==> src/shared/fbm_pkg.sv <==
// Purpose: shared constants and types for the fieldbus master status block
// Assumes: 100 MHz system clock, 16-bit register port
// Notes:   register indices double as word addresses on the plain port
package fbm_pkg;
  // ---------------------------------------------------------------
  // timing
  // ---------------------------------------------------------------
  localparam int CLK_HZ          = 100_000_000;
  localparam int BLINK_HALF_MS   = 250;
  localparam int BLINK_HALF_CYC  = CLK_HZ / 1000 * BLINK_HALF_MS;
  localparam int XCHG_PERIOD_US  = 100;
  localparam int XCHG_PERIOD_CYC = CLK_HZ / 1_000_000 * XCHG_PERIOD_US;
  // ---------------------------------------------------------------
  // sizes
  // ---------------------------------------------------------------
  localparam int WORD_W   = 16;
  localparam int N_WORDS  = 6;
  localparam int IDX_W    = 3;
  localparam int ADDR_W   = 5;
  localparam int N_SLAVES = 8;
  localparam int IRQ_W    = 4;
  // ---------------------------------------------------------------
  // register map
  // ---------------------------------------------------------------
  localparam logic [ADDR_W-1:0] A_CTRL     = 5'h00;
  localparam logic [ADDR_W-1:0] A_SLV_CFG  = 5'h01;
  localparam logic [ADDR_W-1:0] A_STATUS   = 5'h02;
  localparam logic [ADDR_W-1:0] A_IRQ_STAT = 5'h03;
  localparam logic [ADDR_W-1:0] A_IRQ_MASK = 5'h04;
  localparam logic [ADDR_W-1:0] A_OUT_BASE = 5'h08;
  localparam logic [ADDR_W-1:0] A_IN_BASE  = 5'h10;
  localparam int CTRL_CFG_BIT   = 0;
  localparam int ST_EST_BIT     = 0;
  localparam int ST_INIT_OK_BIT = 1;
  localparam int ST_FAIL_BIT    = 2;
  localparam int ST_RUN_BIT     = 3;
  localparam int ST_ONLINE_LSB  = 8;
  localparam int IRQ_UP_BIT     = 0;
  localparam int IRQ_DOWN_BIT   = 1;
  localparam int IRQ_FAIL_BIT   = 2;
  localparam int IRQ_OFF_BIT    = 3;
  localparam logic                CTRL_CFG_RST = 1'b0;
  localparam logic [N_SLAVES-1:0] SLV_CFG_RST  = 8'h00;
  localparam logic [IRQ_W-1:0]    IRQ_MASK_RST = 4'h0;
  // ---------------------------------------------------------------
  // states
  // ---------------------------------------------------------------
  typedef enum logic [1:0] {SYS_FLASH, SYS_WAIT, SYS_OK, SYS_FAIL} sys_state_t;
  typedef enum logic {XS_IDLE, XS_RUN} xchg_state_t;
endpackage

==> src/hw/fieldbus_master_status.sv <==
// Purpose: indicator drive and cyclic process-data exchange of a fieldbus master
// Assumes: cpu run, init and slave-online inputs come from logic on i_mclk
// Notes:   register port answers every read in the next cycle
//
// What this block does
// run lamp steady green while cpu runs
// run lamp off while cpu stopped
// health lamp flashes red once, then green
// failed init shows health lamp red
// bus lamp steady green when connected
// bus lamp flashes green without configuration
// bus lamp steady red, all slaves offline
// bus lamp flashes red, some slaves offline
// no exchange data before link established
// six words copied both ways once established
// exchange repeats cyclically
// all offline wins over partial offline
//
// Our own choices: the placing of the registers and strobed register access.
`timescale 1ns/1ps
module fieldbus_master_status #(
  parameter int unsigned BLINK_CYC = fbm_pkg::BLINK_HALF_CYC,
  parameter int unsigned XCHG_CYC  = fbm_pkg::XCHG_PERIOD_CYC,
  parameter int          N_SLAVES  = fbm_pkg::N_SLAVES
) (
  input  wire logic                                       i_mclk,
  input  wire logic                                       i_arst_n,
  input  wire logic [fbm_pkg::ADDR_W-1:0]                 i_addr,
  input  wire logic [fbm_pkg::WORD_W-1:0]                 i_wdata,
  input  wire logic                                       i_wr,
  input  wire logic                                       i_rd,
  output logic      [fbm_pkg::WORD_W-1:0]                 o_rdata,
  output logic                                            o_irq,
  input  wire logic                                       i_cpu_run,
  input  wire logic                                       i_init_done,
  input  wire logic                                       i_init_fail,
  input  wire logic [N_SLAVES-1:0]                        i_slave_online,
  input  wire logic [fbm_pkg::N_WORDS*fbm_pkg::WORD_W-1:0] i_slave_words,
  output logic      [fbm_pkg::N_WORDS*fbm_pkg::WORD_W-1:0] o_slave_words,
  output logic                                            o_xchg_done,
  output logic                                            o_run_green,
  output logic                                            o_sys_green,
  output logic                                            o_sys_red,
  output logic                                            o_bus_green,
  output logic                                            o_bus_red
);
  localparam int W  = fbm_pkg::WORD_W;
  localparam int NW = fbm_pkg::N_WORDS;
  localparam int IW = fbm_pkg::IDX_W;
  localparam logic [IW-1:0] LAST_IDX = IW'(NW - 1);
  localparam logic [fbm_pkg::ADDR_W-1:0] NW_A = fbm_pkg::ADDR_W'(NW);
  // ---------------------------------------------------------------
  // rate sources
  // ---------------------------------------------------------------
  logic blink_tick, blink_phase, xchg_tick;
  rate_divider #(.PERIOD(BLINK_CYC)) u_blink (
    .i_mclk  (i_mclk),
    .i_arst_n(i_arst_n),
    .o_tick  (blink_tick),
    .o_phase (blink_phase)
  );
  rate_divider #(.PERIOD(XCHG_CYC)) u_xchg (
    .i_mclk  (i_mclk),
    .i_arst_n(i_arst_n),
    .o_tick  (xchg_tick),
    .o_phase ()
  );
  // ---------------------------------------------------------------
  // state
  // ---------------------------------------------------------------
  logic                             ctrl_cfg_q, ctrl_cfg_d;
  logic [N_SLAVES-1:0]              slv_cfg_q, slv_cfg_d;
  logic [N_SLAVES-1:0]              online_q, online_d;
  logic [fbm_pkg::IRQ_W-1:0]        irq_stat_q, irq_stat_d;
  logic [fbm_pkg::IRQ_W-1:0]        irq_mask_q, irq_mask_d;
  logic [W-1:0]                     rdata_d;
  logic                             irq_d, est_q, est_d;
  fbm_pkg::sys_state_t              sys_q, sys_d;
  fbm_pkg::xchg_state_t             xs_q, xs_d;
  logic [IW-1:0]                    idx_q, idx_d, widx_q, widx_d;
  logic                             wr_pend_q, wr_pend_d, done_d, walk_seen_q, walk_seen_d;
  logic [NW-1:0][W-1:0]             slave_words_q, slave_words_d;
  logic [NW-1:0][W-1:0]             master_in_q, master_in_d;
  logic [NW-1:0][W-1:0]             rx_words;
  logic                             run_d, sys_g_d, sys_r_d, bus_g_d, bus_r_d;
  logic [N_SLAVES-1:0]              online_cfg;
  logic                             cfg_ok, all_on, all_off;
  logic                             mem_we;
  logic [IW-1:0]                    mem_waddr;
  logic [W-1:0]                     mem_rdata;
  logic [fbm_pkg::ADDR_W-1:0]       out_off, in_off;
  logic                             in_out_rng, in_in_rng;
  assign rx_words      = i_slave_words;
  assign o_slave_words = slave_words_q;
  // ---------------------------------------------------------------
  // master output area
  // ---------------------------------------------------------------
  word_store #(.W(W), .DEPTH(NW), .AW(IW)) u_out_area (
    .i_mclk  (i_mclk),
    .i_arst_n(i_arst_n),
    .i_we    (mem_we),
    .i_waddr (mem_waddr),
    .i_wdata (i_wdata),
    .i_raddr (idx_q),
    .o_rdata (mem_rdata)
  );
  // ---------------------------------------------------------------
  // link condition
  // ---------------------------------------------------------------
  always_comb begin
    online_cfg = i_slave_online & slv_cfg_q;
    cfg_ok     = ctrl_cfg_q && (slv_cfg_q != '0);
    all_on     = (online_cfg == slv_cfg_q);
    all_off    = (online_cfg == '0);
    est_d      = cfg_ok && all_on;
    online_d   = online_cfg;
  end
  // ---------------------------------------------------------------
  // indicators
  // ---------------------------------------------------------------
  always_comb begin
    sys_d   = sys_q;
    sys_g_d = 1'b0;
    sys_r_d = 1'b0;
    run_d   = i_cpu_run;
    case (sys_q)
      fbm_pkg::SYS_FLASH: begin
        sys_r_d = 1'b1;
        if (blink_tick) begin
          sys_d = fbm_pkg::SYS_WAIT;
        end
      end
      fbm_pkg::SYS_WAIT: begin
        if (i_init_fail) begin
          sys_d = fbm_pkg::SYS_FAIL;
        end else if (i_init_done) begin
          sys_d = fbm_pkg::SYS_OK;
        end
      end
      fbm_pkg::SYS_OK: begin
        sys_g_d = 1'b1;
        if (i_init_fail) begin
          sys_d = fbm_pkg::SYS_FAIL;
        end
      end
      fbm_pkg::SYS_FAIL: begin
        // held until the next reset
        sys_r_d = blink_phase;
      end
      default: sys_d = fbm_pkg::SYS_FLASH;
    endcase
    bus_g_d = 1'b0;
    bus_r_d = 1'b0;
    if (!cfg_ok) begin
      bus_g_d = blink_phase;
    end else if (all_on) begin
      bus_g_d = 1'b1;
    end else if (all_off) begin
      bus_r_d = 1'b1;
    end else begin
      bus_r_d = blink_phase;
    end
  end
  // ---------------------------------------------------------------
  // cyclic exchange
  // ---------------------------------------------------------------
  always_comb begin
    xs_d          = xs_q;
    idx_d         = idx_q;
    widx_d        = widx_q;
    wr_pend_d     = 1'b0;
    done_d        = 1'b0;
    walk_seen_d   = walk_seen_q | o_xchg_done;
    slave_words_d = slave_words_q;
    master_in_d   = master_in_q;
    case (xs_q)
      fbm_pkg::XS_IDLE: begin
        if (xchg_tick && est_q) begin
          xs_d  = fbm_pkg::XS_RUN;
          idx_d = '0;
        end
      end
      fbm_pkg::XS_RUN: begin
        wr_pend_d = 1'b1;
        widx_d    = idx_q;
        idx_d     = idx_q + 1'b1;
        if (idx_q == LAST_IDX) begin
          xs_d  = fbm_pkg::XS_IDLE;
          idx_d = '0;
        end
      end
      default: xs_d = fbm_pkg::XS_IDLE;
    endcase
    if (wr_pend_q) begin
      slave_words_d[widx_q] = mem_rdata;
      master_in_d[widx_q]   = rx_words[widx_q];
      done_d                = (widx_q == LAST_IDX);
    end
    // a lost link stops the walk and blanks both areas
    if (!est_q) begin
      xs_d          = fbm_pkg::XS_IDLE;
      idx_d         = '0;
      wr_pend_d     = 1'b0;
      done_d        = 1'b0;
      slave_words_d = '0;
      master_in_d   = '0;
    end
  end
  // ---------------------------------------------------------------
  // register port and interrupt
  // ---------------------------------------------------------------
  always_comb begin
    out_off    = i_addr - fbm_pkg::A_OUT_BASE;
    in_off     = i_addr - fbm_pkg::A_IN_BASE;
    in_out_rng = (i_addr >= fbm_pkg::A_OUT_BASE) && (out_off < NW_A);
    in_in_rng  = (i_addr >= fbm_pkg::A_IN_BASE) && (in_off < NW_A);
    mem_we     = i_wr && in_out_rng;
    mem_waddr  = out_off[IW-1:0];
    ctrl_cfg_d = ctrl_cfg_q;
    slv_cfg_d  = slv_cfg_q;
    irq_mask_d = irq_mask_q;
    if (i_wr) begin
      case (i_addr)
        fbm_pkg::A_CTRL:     ctrl_cfg_d = i_wdata[fbm_pkg::CTRL_CFG_BIT];
        fbm_pkg::A_SLV_CFG:  slv_cfg_d  = i_wdata[N_SLAVES-1:0];
        fbm_pkg::A_IRQ_MASK: irq_mask_d = i_wdata[fbm_pkg::IRQ_W-1:0];
        default: ;
      endcase
    end
    rdata_d = '0;
    if (i_rd) begin
      case (i_addr)
        fbm_pkg::A_CTRL:     rdata_d[fbm_pkg::CTRL_CFG_BIT] = ctrl_cfg_q;
        fbm_pkg::A_SLV_CFG:  rdata_d[N_SLAVES-1:0] = slv_cfg_q;
        fbm_pkg::A_STATUS: begin
          rdata_d[fbm_pkg::ST_EST_BIT]     = est_q;
          rdata_d[fbm_pkg::ST_INIT_OK_BIT] = (sys_q == fbm_pkg::SYS_OK);
          rdata_d[fbm_pkg::ST_FAIL_BIT]    = (sys_q == fbm_pkg::SYS_FAIL);
          rdata_d[fbm_pkg::ST_RUN_BIT]     = o_run_green;
          rdata_d[fbm_pkg::ST_ONLINE_LSB +: N_SLAVES] = online_q;
        end
        fbm_pkg::A_IRQ_STAT: rdata_d[fbm_pkg::IRQ_W-1:0] = irq_stat_q;
        fbm_pkg::A_IRQ_MASK: rdata_d[fbm_pkg::IRQ_W-1:0] = irq_mask_q;
        default: begin
          if (in_in_rng) begin
            rdata_d = master_in_q[in_off[IW-1:0]];
          end
        end
      endcase
    end
    // read clears, but an event in the same cycle survives
    irq_stat_d = (i_rd && i_addr == fbm_pkg::A_IRQ_STAT) ? '0 : irq_stat_q;
    irq_stat_d[fbm_pkg::IRQ_UP_BIT]   |= est_d && !est_q;
    irq_stat_d[fbm_pkg::IRQ_DOWN_BIT] |= !est_d && est_q;
    irq_stat_d[fbm_pkg::IRQ_FAIL_BIT] |= (sys_d == fbm_pkg::SYS_FAIL) && (sys_q != fbm_pkg::SYS_FAIL);
    irq_stat_d[fbm_pkg::IRQ_OFF_BIT]  |= |(online_q & slv_cfg_q & ~online_cfg);
    irq_d = |(irq_stat_q & irq_mask_q);
  end
  always_ff @(posedge i_mclk or negedge i_arst_n) begin
    if (!i_arst_n) begin
      ctrl_cfg_q    <= fbm_pkg::CTRL_CFG_RST;
      slv_cfg_q     <= fbm_pkg::SLV_CFG_RST;
      irq_mask_q    <= fbm_pkg::IRQ_MASK_RST;
      irq_stat_q    <= '0;
      online_q      <= '0;
      est_q         <= 1'b0;
      sys_q         <= fbm_pkg::SYS_FLASH;
      xs_q          <= fbm_pkg::XS_IDLE;
      idx_q         <= '0;
      widx_q        <= '0;
      wr_pend_q     <= 1'b0;
      walk_seen_q   <= 1'b0;
      slave_words_q <= '0;
      master_in_q   <= '0;
      o_rdata       <= '0;
      o_irq         <= 1'b0;
      o_xchg_done   <= 1'b0;
      o_run_green   <= 1'b0;
      o_sys_green   <= 1'b0;
      o_sys_red     <= 1'b0;
      o_bus_green   <= 1'b0;
      o_bus_red     <= 1'b0;
    end else begin
      ctrl_cfg_q    <= ctrl_cfg_d;
      slv_cfg_q     <= slv_cfg_d;
      irq_mask_q    <= irq_mask_d;
      irq_stat_q    <= irq_stat_d;
      online_q      <= online_d;
      est_q         <= est_d;
      sys_q         <= sys_d;
      xs_q          <= xs_d;
      idx_q         <= idx_d;
      widx_q        <= widx_d;
      wr_pend_q     <= wr_pend_d;
      walk_seen_q   <= walk_seen_d;
      slave_words_q <= slave_words_d;
      master_in_q   <= master_in_d;
      o_rdata       <= rdata_d;
      o_irq         <= irq_d;
      o_xchg_done   <= done_d;
      o_run_green   <= run_d;
      o_sys_green   <= sys_g_d;
      o_sys_red     <= sys_r_d;
      o_bus_green   <= bus_g_d;
      o_bus_red     <= bus_r_d;
    end
  end
endmodule

==> src/hw/rate_divider.sv <==
// Purpose: free-running divider giving a one-cycle tick and a square phase
// Assumes: PERIOD of at least 2 cycles
// Notes:   phase toggles on every tick, so it runs at half the tick rate
`timescale 1ns/1ps
module rate_divider #(
  parameter int unsigned PERIOD = 4
) (
  input  wire logic i_mclk,
  input  wire logic i_arst_n,
  output logic      o_tick,
  output logic      o_phase
);
  localparam int CW = $clog2(PERIOD + 1);
  localparam logic [CW-1:0] LAST = CW'(PERIOD - 1);

  logic [CW-1:0] cnt_q, cnt_d;
  logic          tick_d, phase_d;

  always_comb begin
    tick_d  = (cnt_q == LAST);
    cnt_d   = tick_d ? '0 : cnt_q + 1'b1;
    phase_d = tick_d ? ~o_phase : o_phase;
  end

  always_ff @(posedge i_mclk or negedge i_arst_n) begin
    if (!i_arst_n) begin
      cnt_q   <= '0;
      o_tick  <= 1'b0;
      o_phase <= 1'b0;
    end else begin
      cnt_q   <= cnt_d;
      o_tick  <= tick_d;
      o_phase <= phase_d;
    end
  end
endmodule

==> src/hw/word_store.sv <==
// Purpose: small word memory holding the master output area
// Assumes: one write port, one read port, same clock
// Notes:   read data is registered; cleared at reset so no unknowns reach the link
`timescale 1ns/1ps
module word_store #(
  parameter int W     = 16,
  parameter int DEPTH = 6,
  parameter int AW    = 3
) (
  input  wire logic          i_mclk,
  input  wire logic          i_arst_n,
  input  wire logic          i_we,
  input  wire logic [AW-1:0] i_waddr,
  input  wire logic [W-1:0]  i_wdata,
  input  wire logic [AW-1:0] i_raddr,
  output logic      [W-1:0]  o_rdata
);
  logic [DEPTH-1:0][W-1:0] mem_q;

  always_ff @(posedge i_mclk or negedge i_arst_n) begin
    if (!i_arst_n) begin
      mem_q   <= '0;
      o_rdata <= '0;
    end else begin
      if (i_we) begin
        mem_q[i_waddr] <= i_wdata;
      end
      o_rdata <= mem_q[i_raddr];
    end
  end
endmodule

==> config.mk <==
export PLATFORM = sky130hd
export DESIGN_NAME = fieldbus_master_status
export DESIGN_NICKNAME = d
export VERILOG_FILES = /design/src/shared/fbm_pkg.sv /design/src/hw/fieldbus_master_status.sv /design/src/hw/rate_divider.sv /design/src/hw/word_store.sv
export SDC_FILE = /design/constraint.sdc
export NUM_CORES = 1
export LEC_CHECK = 0
export BUFFER_PORTS_ARGS = -buffer_cell sky130_fd_sc_hd__buf_4
export CAP_MARGIN = 20
export CORE_MARGIN = 2
export CORE_UTILIZATION = 58
export DETAILED_ROUTE_END_ITERATION = 6
export GPL_TIMING_DRIVEN = 0
export PLACE_DENSITY = 0.81
export SLEW_MARGIN = 30
export SYNTH_ARGS = -nofsm -noshare
export SYNTH_HDL_FRONTEND = slang
export SYNTH_HIERARCHICAL = 1
export SYNTH_SLANG_ARGS = --single-unit
==> constraint.sdc <==
create_clock -name i_mclk -period 2.4 [get_ports i_mclk]
set_input_delay 0.72 -clock i_mclk [delete_from_list [all_inputs] [get_ports i_mclk]]
set_output_delay 0.72 -clock i_mclk [all_outputs]
set_load 0.03 [all_outputs]
==> insert_results.sql, run 1 <==
INSERT INTO impl_metrics (metric_group, metric, value, unit) VALUES
('placement', 'dpl_cell_area', '20400', 'um^2'),
('clocking', 'path_clk_slew', '0.06', 'ns'),
('finish', 'multiInputGateArea', '7200', 'um^2'),
('clocking', 'cts_buffer_depth', '3', ''),
('grt', 'antenna_found_initial', '1', ''),
('critical_path', 'path_cells', 'buf_4 -> buf_6 -> buf_6 -> a211oi_4 -> nand2_1 -> nor3_4 -> buf_4 -> mux2_2', ''),
('logic_synthesis', 'syn_nets', '1517', ''),
('critical_path', 'timing.critical_path.max_delay_family', 'buffers and inverters', ''),
('logic_synthesis', 'synth-warning-count', '6', ''),
('placement', 'place.gp.congestion', '0.934', ''),
('route', 'routed_wirelength', '50.1', 'mm'),
('sta', 'final.setup.worst_slack', '0.0132', 'ns'),
('clocking', 'cts_tree', 'built', ''),
('critical_path', 'reg2reg_setup_slack', '0.19', 'ns'),
('critical_path', 'crit_type', 'in2reg', ''),
('power', 'cellLeakagePower', '0.0102', 'uW'),
('sta', 'period_share', '99.5', '%'),
('sta', 'number_of_setup_violations_in_the_final_report', '0', ''),
('placement', 'place_ws', '-0.560', 'ns'),
('placement', 'count_of_buffers_inserted_at_the_top_level_ports', '249', ''),
('finish', 'nets', '1825', ''),
('min_path', 'worstHoldPathType', 'in2async', ''),
('clocking', 'clk_latency', '0.54', 'ns'),
('clocking', 'numCtsBuffers', '41', ''),
('sta', 'final_sum_of_negative_setup_slack', '0', 'ns'),
('grt', 'maximum_number_of_pins_on_one_net_before_global_route_repair', '94', ''),
('clocking', 'cts.hold.buffers_added', '0', ''),
('grt', 'vias_in_the_first_global_route', '13500', ''),
('power', 'power', '15500', 'uW'),
('critical_path', 'critical_path_peak_fanout', '10', ''),
('die', 'die_x', '179', 'um'),
('route', 'drt_iter0_markers', '1422', ''),
('die', 'die-height', '179', 'um'),
('sta', 'rsz_0062_raised_after_global_routing', 'false', ''),
('power', 'power_density', '709', 'nW/um^2'),
('flow_run', 'max_cap_violations', '0', ''),
('die', 'floorplan_core_area', '30400', 'um^2'),
('sta', 'clock_skews', '0.0172', 'ns'),
('grt', 'grt_pass1_wl', '78.7', 'mm'),
('critical_path', 'worst_setup_path_start_kind', 'input port', ''),
('route', 'route.vias.total', '13300', ''),
('route', 'firstDrtPassIters', '6', ''),
('critical_path', 'endpoint_class_of_the_critical_path', 'flip-flop', ''),
('sta', 'final_max_slew_viol_count', '0', ''),
('grt', 'groute.usage.overall', '31.2', '%'),
('sta', 'fin_crit', '2.39', 'ns'),
('sta', 'transition_time_at_the_pin_with_the_least_slew_margin', '0.721', 'ns'),
('die', 'start_util', '58.7', '%'),
('clocking', 'cts-htree-levels', '2', ''),
('finish', 'synthToLayoutAreaGrowth', '22.1', '%'),
('logic_synthesis', 'mappedNetlistArea', '17900', 'um^2'),
('sta', 'fin_worst_hold_slack', '0.178', 'ns'),
('critical_path', 'worst_ep_arrival_time', '2.80', 'ns'),
('route', 'drc', '0', ''),
('finish', 'finish.instance_area', '21800', 'um^2'),
('logic_synthesis', 'synth_cells', '1378', ''),
('critical_path', 'crit_required', '2.81', 'ns'),
('critical_path', 'worst-path-buf-inv', '4', ''),
('die', 'num_io_pins', '251', ''),
('critical_path', 'max_stage_delay', '0.48', 'ns'),
('critical_path', 'critical_path.slowest_cell', 'a211oi_4', ''),
('sta', 'clock.fmax', '0.419', 'GHz'),
('route', 'post_drt_wl_per_cell', '23.7', 'um'),
('clocking', 'clkSinkCount', '405', ''),
('placement', 'hpwlAfterDp', '35.3', 'mm'),
('die', 'floorplan.die_area', '32200', 'um^2'),
('finish', 'final_common_cell', 'dfrtp_1', ''),
('run_status', 'run_status', 'completed', ''),
('finish', 'count_of_filler_cells_inserted_in_the_layout', '2121', ''),
('route', 'routed_via_density', '6.30', ''),
('sta', 'final-hold-violation-count', '0', ''),
('finish', 'most_used_cells_in_the_layout_excluding_fill_and_tap_cells', 'dfrtp_1 (405), buf_4 (270), a22o_1 (124)', ''),
('die', 'placement_rows', '64', ''),
('finish', 'post_route_cells_drive_above_1_share', '32.0', '%'),
('finish', 'seq_area', '10100', 'um^2'),
('grt', 'grt_overflow_total', '0', ''),
('logic_synthesis', 'synthesis.area_per_instance', '13.0', 'um^2'),
('power', 'ir_drop', '0.483', 'mV'),
('route', 'postRouteAntennaNets', '0', ''),
('clocking', 'clock_tree.root_cell', 'clkbuf_16', ''),
('sta', 'worst_slew_margin_rel', '51.9', '%');
metal layers:
| metal | GRT usage [%] | wire [um] | up-vias |
|---|---|---|---|
| li1 | - | - | 5791 |
| met1 | 42.2 | 20300 | 6710 |
| met2 | 49.3 | 23500 | 674 |
| met3 | 7.90 | 4320 | 131 |
| met4 | 11.3 | 1950 | 0 |
| met5 | 0 | 0 | - |
repair_timing:
action | in CTS | in global routing
buffers inserted | 1 | 11
pin swaps | 1 | 4
setup endpoints to repair | 10 | 31
resized for setup | 0 | 1
metrics by stage:
step / instances / utilization (%)
after floorplan: 1378 / -
after global placement: 2023 / 66.6
final: 2112 / 71.6
after detailed placement: 2027 / 67.0
after global routing: 2112 / 71.6
after CTS: 2100 / 71.3
worst paths after layout:
kind,startpoint,to,depth (start not counted)
setup / recovery,i_addr[1],u_out_area/mem_q[29]$_DFFE_PN0P_,8
hold / removal,i_arst_n,o_slave_words[49]$_DFFE_PN0P_,1
setup reg to reg,idx_q[2]$_DFFE_PN0P_,u_out_area/o_rdata[9]$_DFF_PN0_,4
hold reg to reg,master_in_q[4]$_DFFE_PN0P_,master_in_q[4]$_DFFE_PN0P_,2
max in group asynchronous,i_arst_n,o_rdata[0]$_DFF_PN0_,2
min in group i_mclk,i_cpu_run,o_run_green$_DFF_PN0_,1
area by class of cell:
cell class	count	area share [%]
clock buffer	59	5.38
timing repair buffer	265	9.53
multi-input combinational	873	33.0
tap	396	2.27
inverter	16	0.276
sequential	405	46.5
buffer	84	2.30
clock inverter	13	0.677
antenna	1	0.0115
sequential cells by signal, summed over array words and instances, names as in the netlist, 2 cells and up:
name and cells:
master_in_q 96, o_slave_words 96, u_out_area/mem_q 96, u_blink/cnt_q 25
o_rdata 16, u_out_area/o_rdata 16, u_xchg/cnt_q 14, online_q 8
slv_cfg_q 8, irq_mask_q 4, irq_stat_q 4, idx_q 3
widx_q 3, sys_q 2
power breakdown:
part | switching [uW] | leakage (uW) | internal [uW]
sequential | 404 | 0.00548 | 7260
clock | 2630 | 0.000649 | 3630
combinational | 836 | 0.00410 | 702
Power figures use the tool's default switching activity.
==> inputs of run 2 (changes only) <==
BUFFER_PORTS_ARGS = default   (was -buffer_cell sky130_fd_sc_hd__buf_4)
CORE_UTILIZATION = 64   (was 58)
DONT_BUFFER_PORTS = 1   (was default)
PLACE_DENSITY = 0.8   (was 0.81)
==> run 2 against run 1 <==
The flow now finishes with violations (hold timing). Global-route usage grew 0.96 points. Final cell count decreased by 13%. Worst hold slack worse by 0.32 ns. Non-clock buffer count down 265. Highest routed layer is now met5.
==> insert_results.sql, run 2 (synthesis gave the netlist of run 1 again) <==
INSERT INTO impl_metrics (metric_group, metric, value, unit) VALUES
('run_status', 'run_status', 'complete, but fails checks', ''),
('run_status', 'violations', 'hold timing', ''),
('placement', 'place_ws', '-0.347', 'ns'),
('grt', 'vias_in_the_first_global_route', '12300', ''),
('placement', 'place.gp.congestion', '0.942', ''),
('sta', 'fin_worst_hold_slack', '-0.138', 'ns'),
('grt', 'groute.usage.overall', '32.1', '%'),
('finish', 'synthToLayoutAreaGrowth', '10.1', '%'),
('sta', 'clock.fmax', '0.455', 'GHz'),
('placement', 'hpwlAfterDp', '32.2', 'mm'),
('finish', 'count_of_filler_cells_inserted_in_the_layout', '1903', ''),
('die', 'num_io_pins', '251', ''),
('clocking', 'numCtsBuffers', '41', ''),
('die', 'floorplan.die_area', '29300', 'um^2'),
('clocking', 'cts_tree', 'built', ''),
('route', 'post_drt_wl_per_cell', '25.6', 'um'),
('finish', 'most_used_cells_in_the_layout_excluding_fill_and_tap_cells', 'dfrtp_1 (405), a22o_1 (124), mux2i_1 (101)', ''),
('finish', 'final_common_cell', 'dfrtp_1', ''),
('die', 'placement_rows', '61', ''),
('die', 'die_x', '171', 'um'),
('sta', 'transition_time_at_the_pin_with_the_least_slew_margin', '0.742', 'ns'),
('clocking', 'post_cts_buffers', '0', ''),
('critical_path', 'worst_ep_arrival_time', '2.61', 'ns'),
('sta', 'final-hold-violation-count', '215', ''),
('sta', 'rsz_0062_raised_after_global_routing', 'false', ''),
('power', 'power_density', '757', 'nW/um^2'),
('finish', 'finish.instance_area', '19700', 'um^2'),
('clocking', 'cts-htree-levels', '2', ''),
('placement', 'dpl_cell_area', '18400', 'um^2'),
('sta', 'clock_skews', '0.0194', 'ns'),
('clocking', 'path_clk_slew', '0.06', 'ns'),
('critical_path', 'critical_path_peak_fanout', '10', ''),
('route', 'routed_wirelength', '47.0', 'mm'),
('finish', 'nets', '1560', ''),
('sta', 'period_share', '91.5', '%'),
('grt', 'maximum_number_of_pins_on_one_net_before_global_route_repair', '406', ''),
('sta', 'number_of_setup_violations_in_the_final_report', '0', ''),
('finish', 'post_route_cells_drive_above_1_share', '19.3', '%'),
('route', 'postRouteAntennaNets', '0', ''),
('die', 'floorplan_core_area', '27600', 'um^2'),
('sta', 'fin_crit', '2.20', 'ns'),
('route', 'route.vias.total', '12100', ''),
('route', 'firstDrtPassIters', '5', ''),
('grt', 'antenna_found_initial', '11', ''),
('route', 'drt_iter0_markers', '1479', ''),
('min_path', 'worstHoldPathType', 'in2async', ''),
('placement', 'numPlacedInstances', '1756', ''),
('power', 'ir_drop', '0.473', 'mV'),
('finish', 'instances_no_fill', '1834', ''),
('sta', 'final.setup.worst_slack', '0.204', 'ns'),
('critical_path', 'endpoint_class_of_the_critical_path', 'flip-flop', ''),
('die', 'die-height', '171', 'um'),
('sta', 'worst_slew_margin_rel', '50.5', '%'),
('route', 'drc', '0', ''),
('critical_path', 'crit_type', 'in2reg', ''),
('clocking', 'clk_latency', '0.55', 'ns'),
('flow_run', 'max_cap_violations', '0', ''),
('grt', 'grt_overflow_total', '0', ''),
('critical_path', 'crit_required', '2.82', 'ns'),
('sta', 'final_max_slew_viol_count', '0', ''),
('power', 'cellLeakagePower', '0.00881', 'uW'),
('route', 'routed_via_density', '6.62', ''),
('clocking', 'cts_buffer_depth', '3', ''),
('clocking', 'clock_tree.root_cell', 'clkbuf_16', ''),
('critical_path', 'worst_setup_path_start_kind', 'input port', ''),
('placement', 'count_of_buffers_inserted_at_the_top_level_ports', '0', ''),
('grt', 'grt_pass1_wl', '71.5', 'mm'),
('clocking', 'clkSinkCount', '405', ''),
('die', 'start_util', '64.6', '%');
-- run 2: changes by cell type in the layout (fill, tap and decap cells not counted), sizes merged --
cell      previous run  this run
bufinv               2         1
clkinvlp             1         0
buf                330        65
clkbuf              78        80
inv                 18        17
clkinv               8         7
diode                1         8
-- run 2: metrics by stage --
step	util [%]	setup TNS, ns	total power, uW
3_5_place_dp	66.5	-16.92	8870
5_1_grt	71.1	0	15400
6_report	71.2	0	14900
4_1_cts	71.1	0	14900
3_3_place_gp	66.5	-15.36	8810
2_1_floorplan	-	0	8460
-- run 2: area by class of cell --
cell class	count	area [um^2]	share of cell area [%]
clock inverter	9	96.3	0.490
antenna	8	20.0	0.102
clock buffer	61	1170	5.96
multi-input combinational	873	7200	36.6
sequential	405	10100	51.5
buffer	84	502	2.55
tap	378	473	2.41
inverter	16	60.1	0.305
-- run 2: path summary, 6_finish.rpt --
kind / startpoint / to / slack (ns) / depth (start not counted)
max reg2reg: u_blink/cnt_q[6]$_DFF_PN0_ / u_blink/cnt_q[14]$_DFF_PN0_ / 0.21 / 4
max in group asynchronous: i_arst_n / u_blink/cnt_q[20]$_DFF_PN0_ / 1.89 / 0
max: i_addr[1] / u_out_area/mem_q[24]$_DFFE_PN0P_ / 0.20 / 7
min: i_arst_n / o_slave_words[56]$_DFFE_PN0P_ / -0.14 / 0
min reg2reg: master_in_q[62]$_DFFE_PN0P_ / master_in_q[62]$_DFFE_PN0P_ / 0.49 / 2
min in group i_mclk: i_cpu_run / o_run_green$_DFF_PN0_ / 0.21 / 0
-- run 2: per-layer routing --
metal  part of all wire (%)  GRT usage, %  vias to the layer above  routed length [um]
met5                  0.087             0                        -                  41
met4                    3.4          14.6                        6                1610
met3                     10          10.8                      121                4860
met2                     47          50.1                      606               22200
met1                     39          41.0                     6175               18300
li1                       -             -                     5240                   -
-- run 2: what timing repair did --
item                                    4_1_cts  5_1_grt
resized for setup                             0        1
endpoints found under the setup margin        0        8
hold endpoints to repair                    405      405
-- run 2: critical path: stages --
cell	delay (ns)
buf_6	0.14
buf_6	0.16
a211oi_4	0.41
nand2_1	0.15
nor3_4	0.36
buf_4	0.29
mux2_2	0.37
-- run 2: where the power goes --
part	internal [uW]	switching, uW
clock network	3480	2620
registers	7260	430
logic	525	573
total	11300	3620
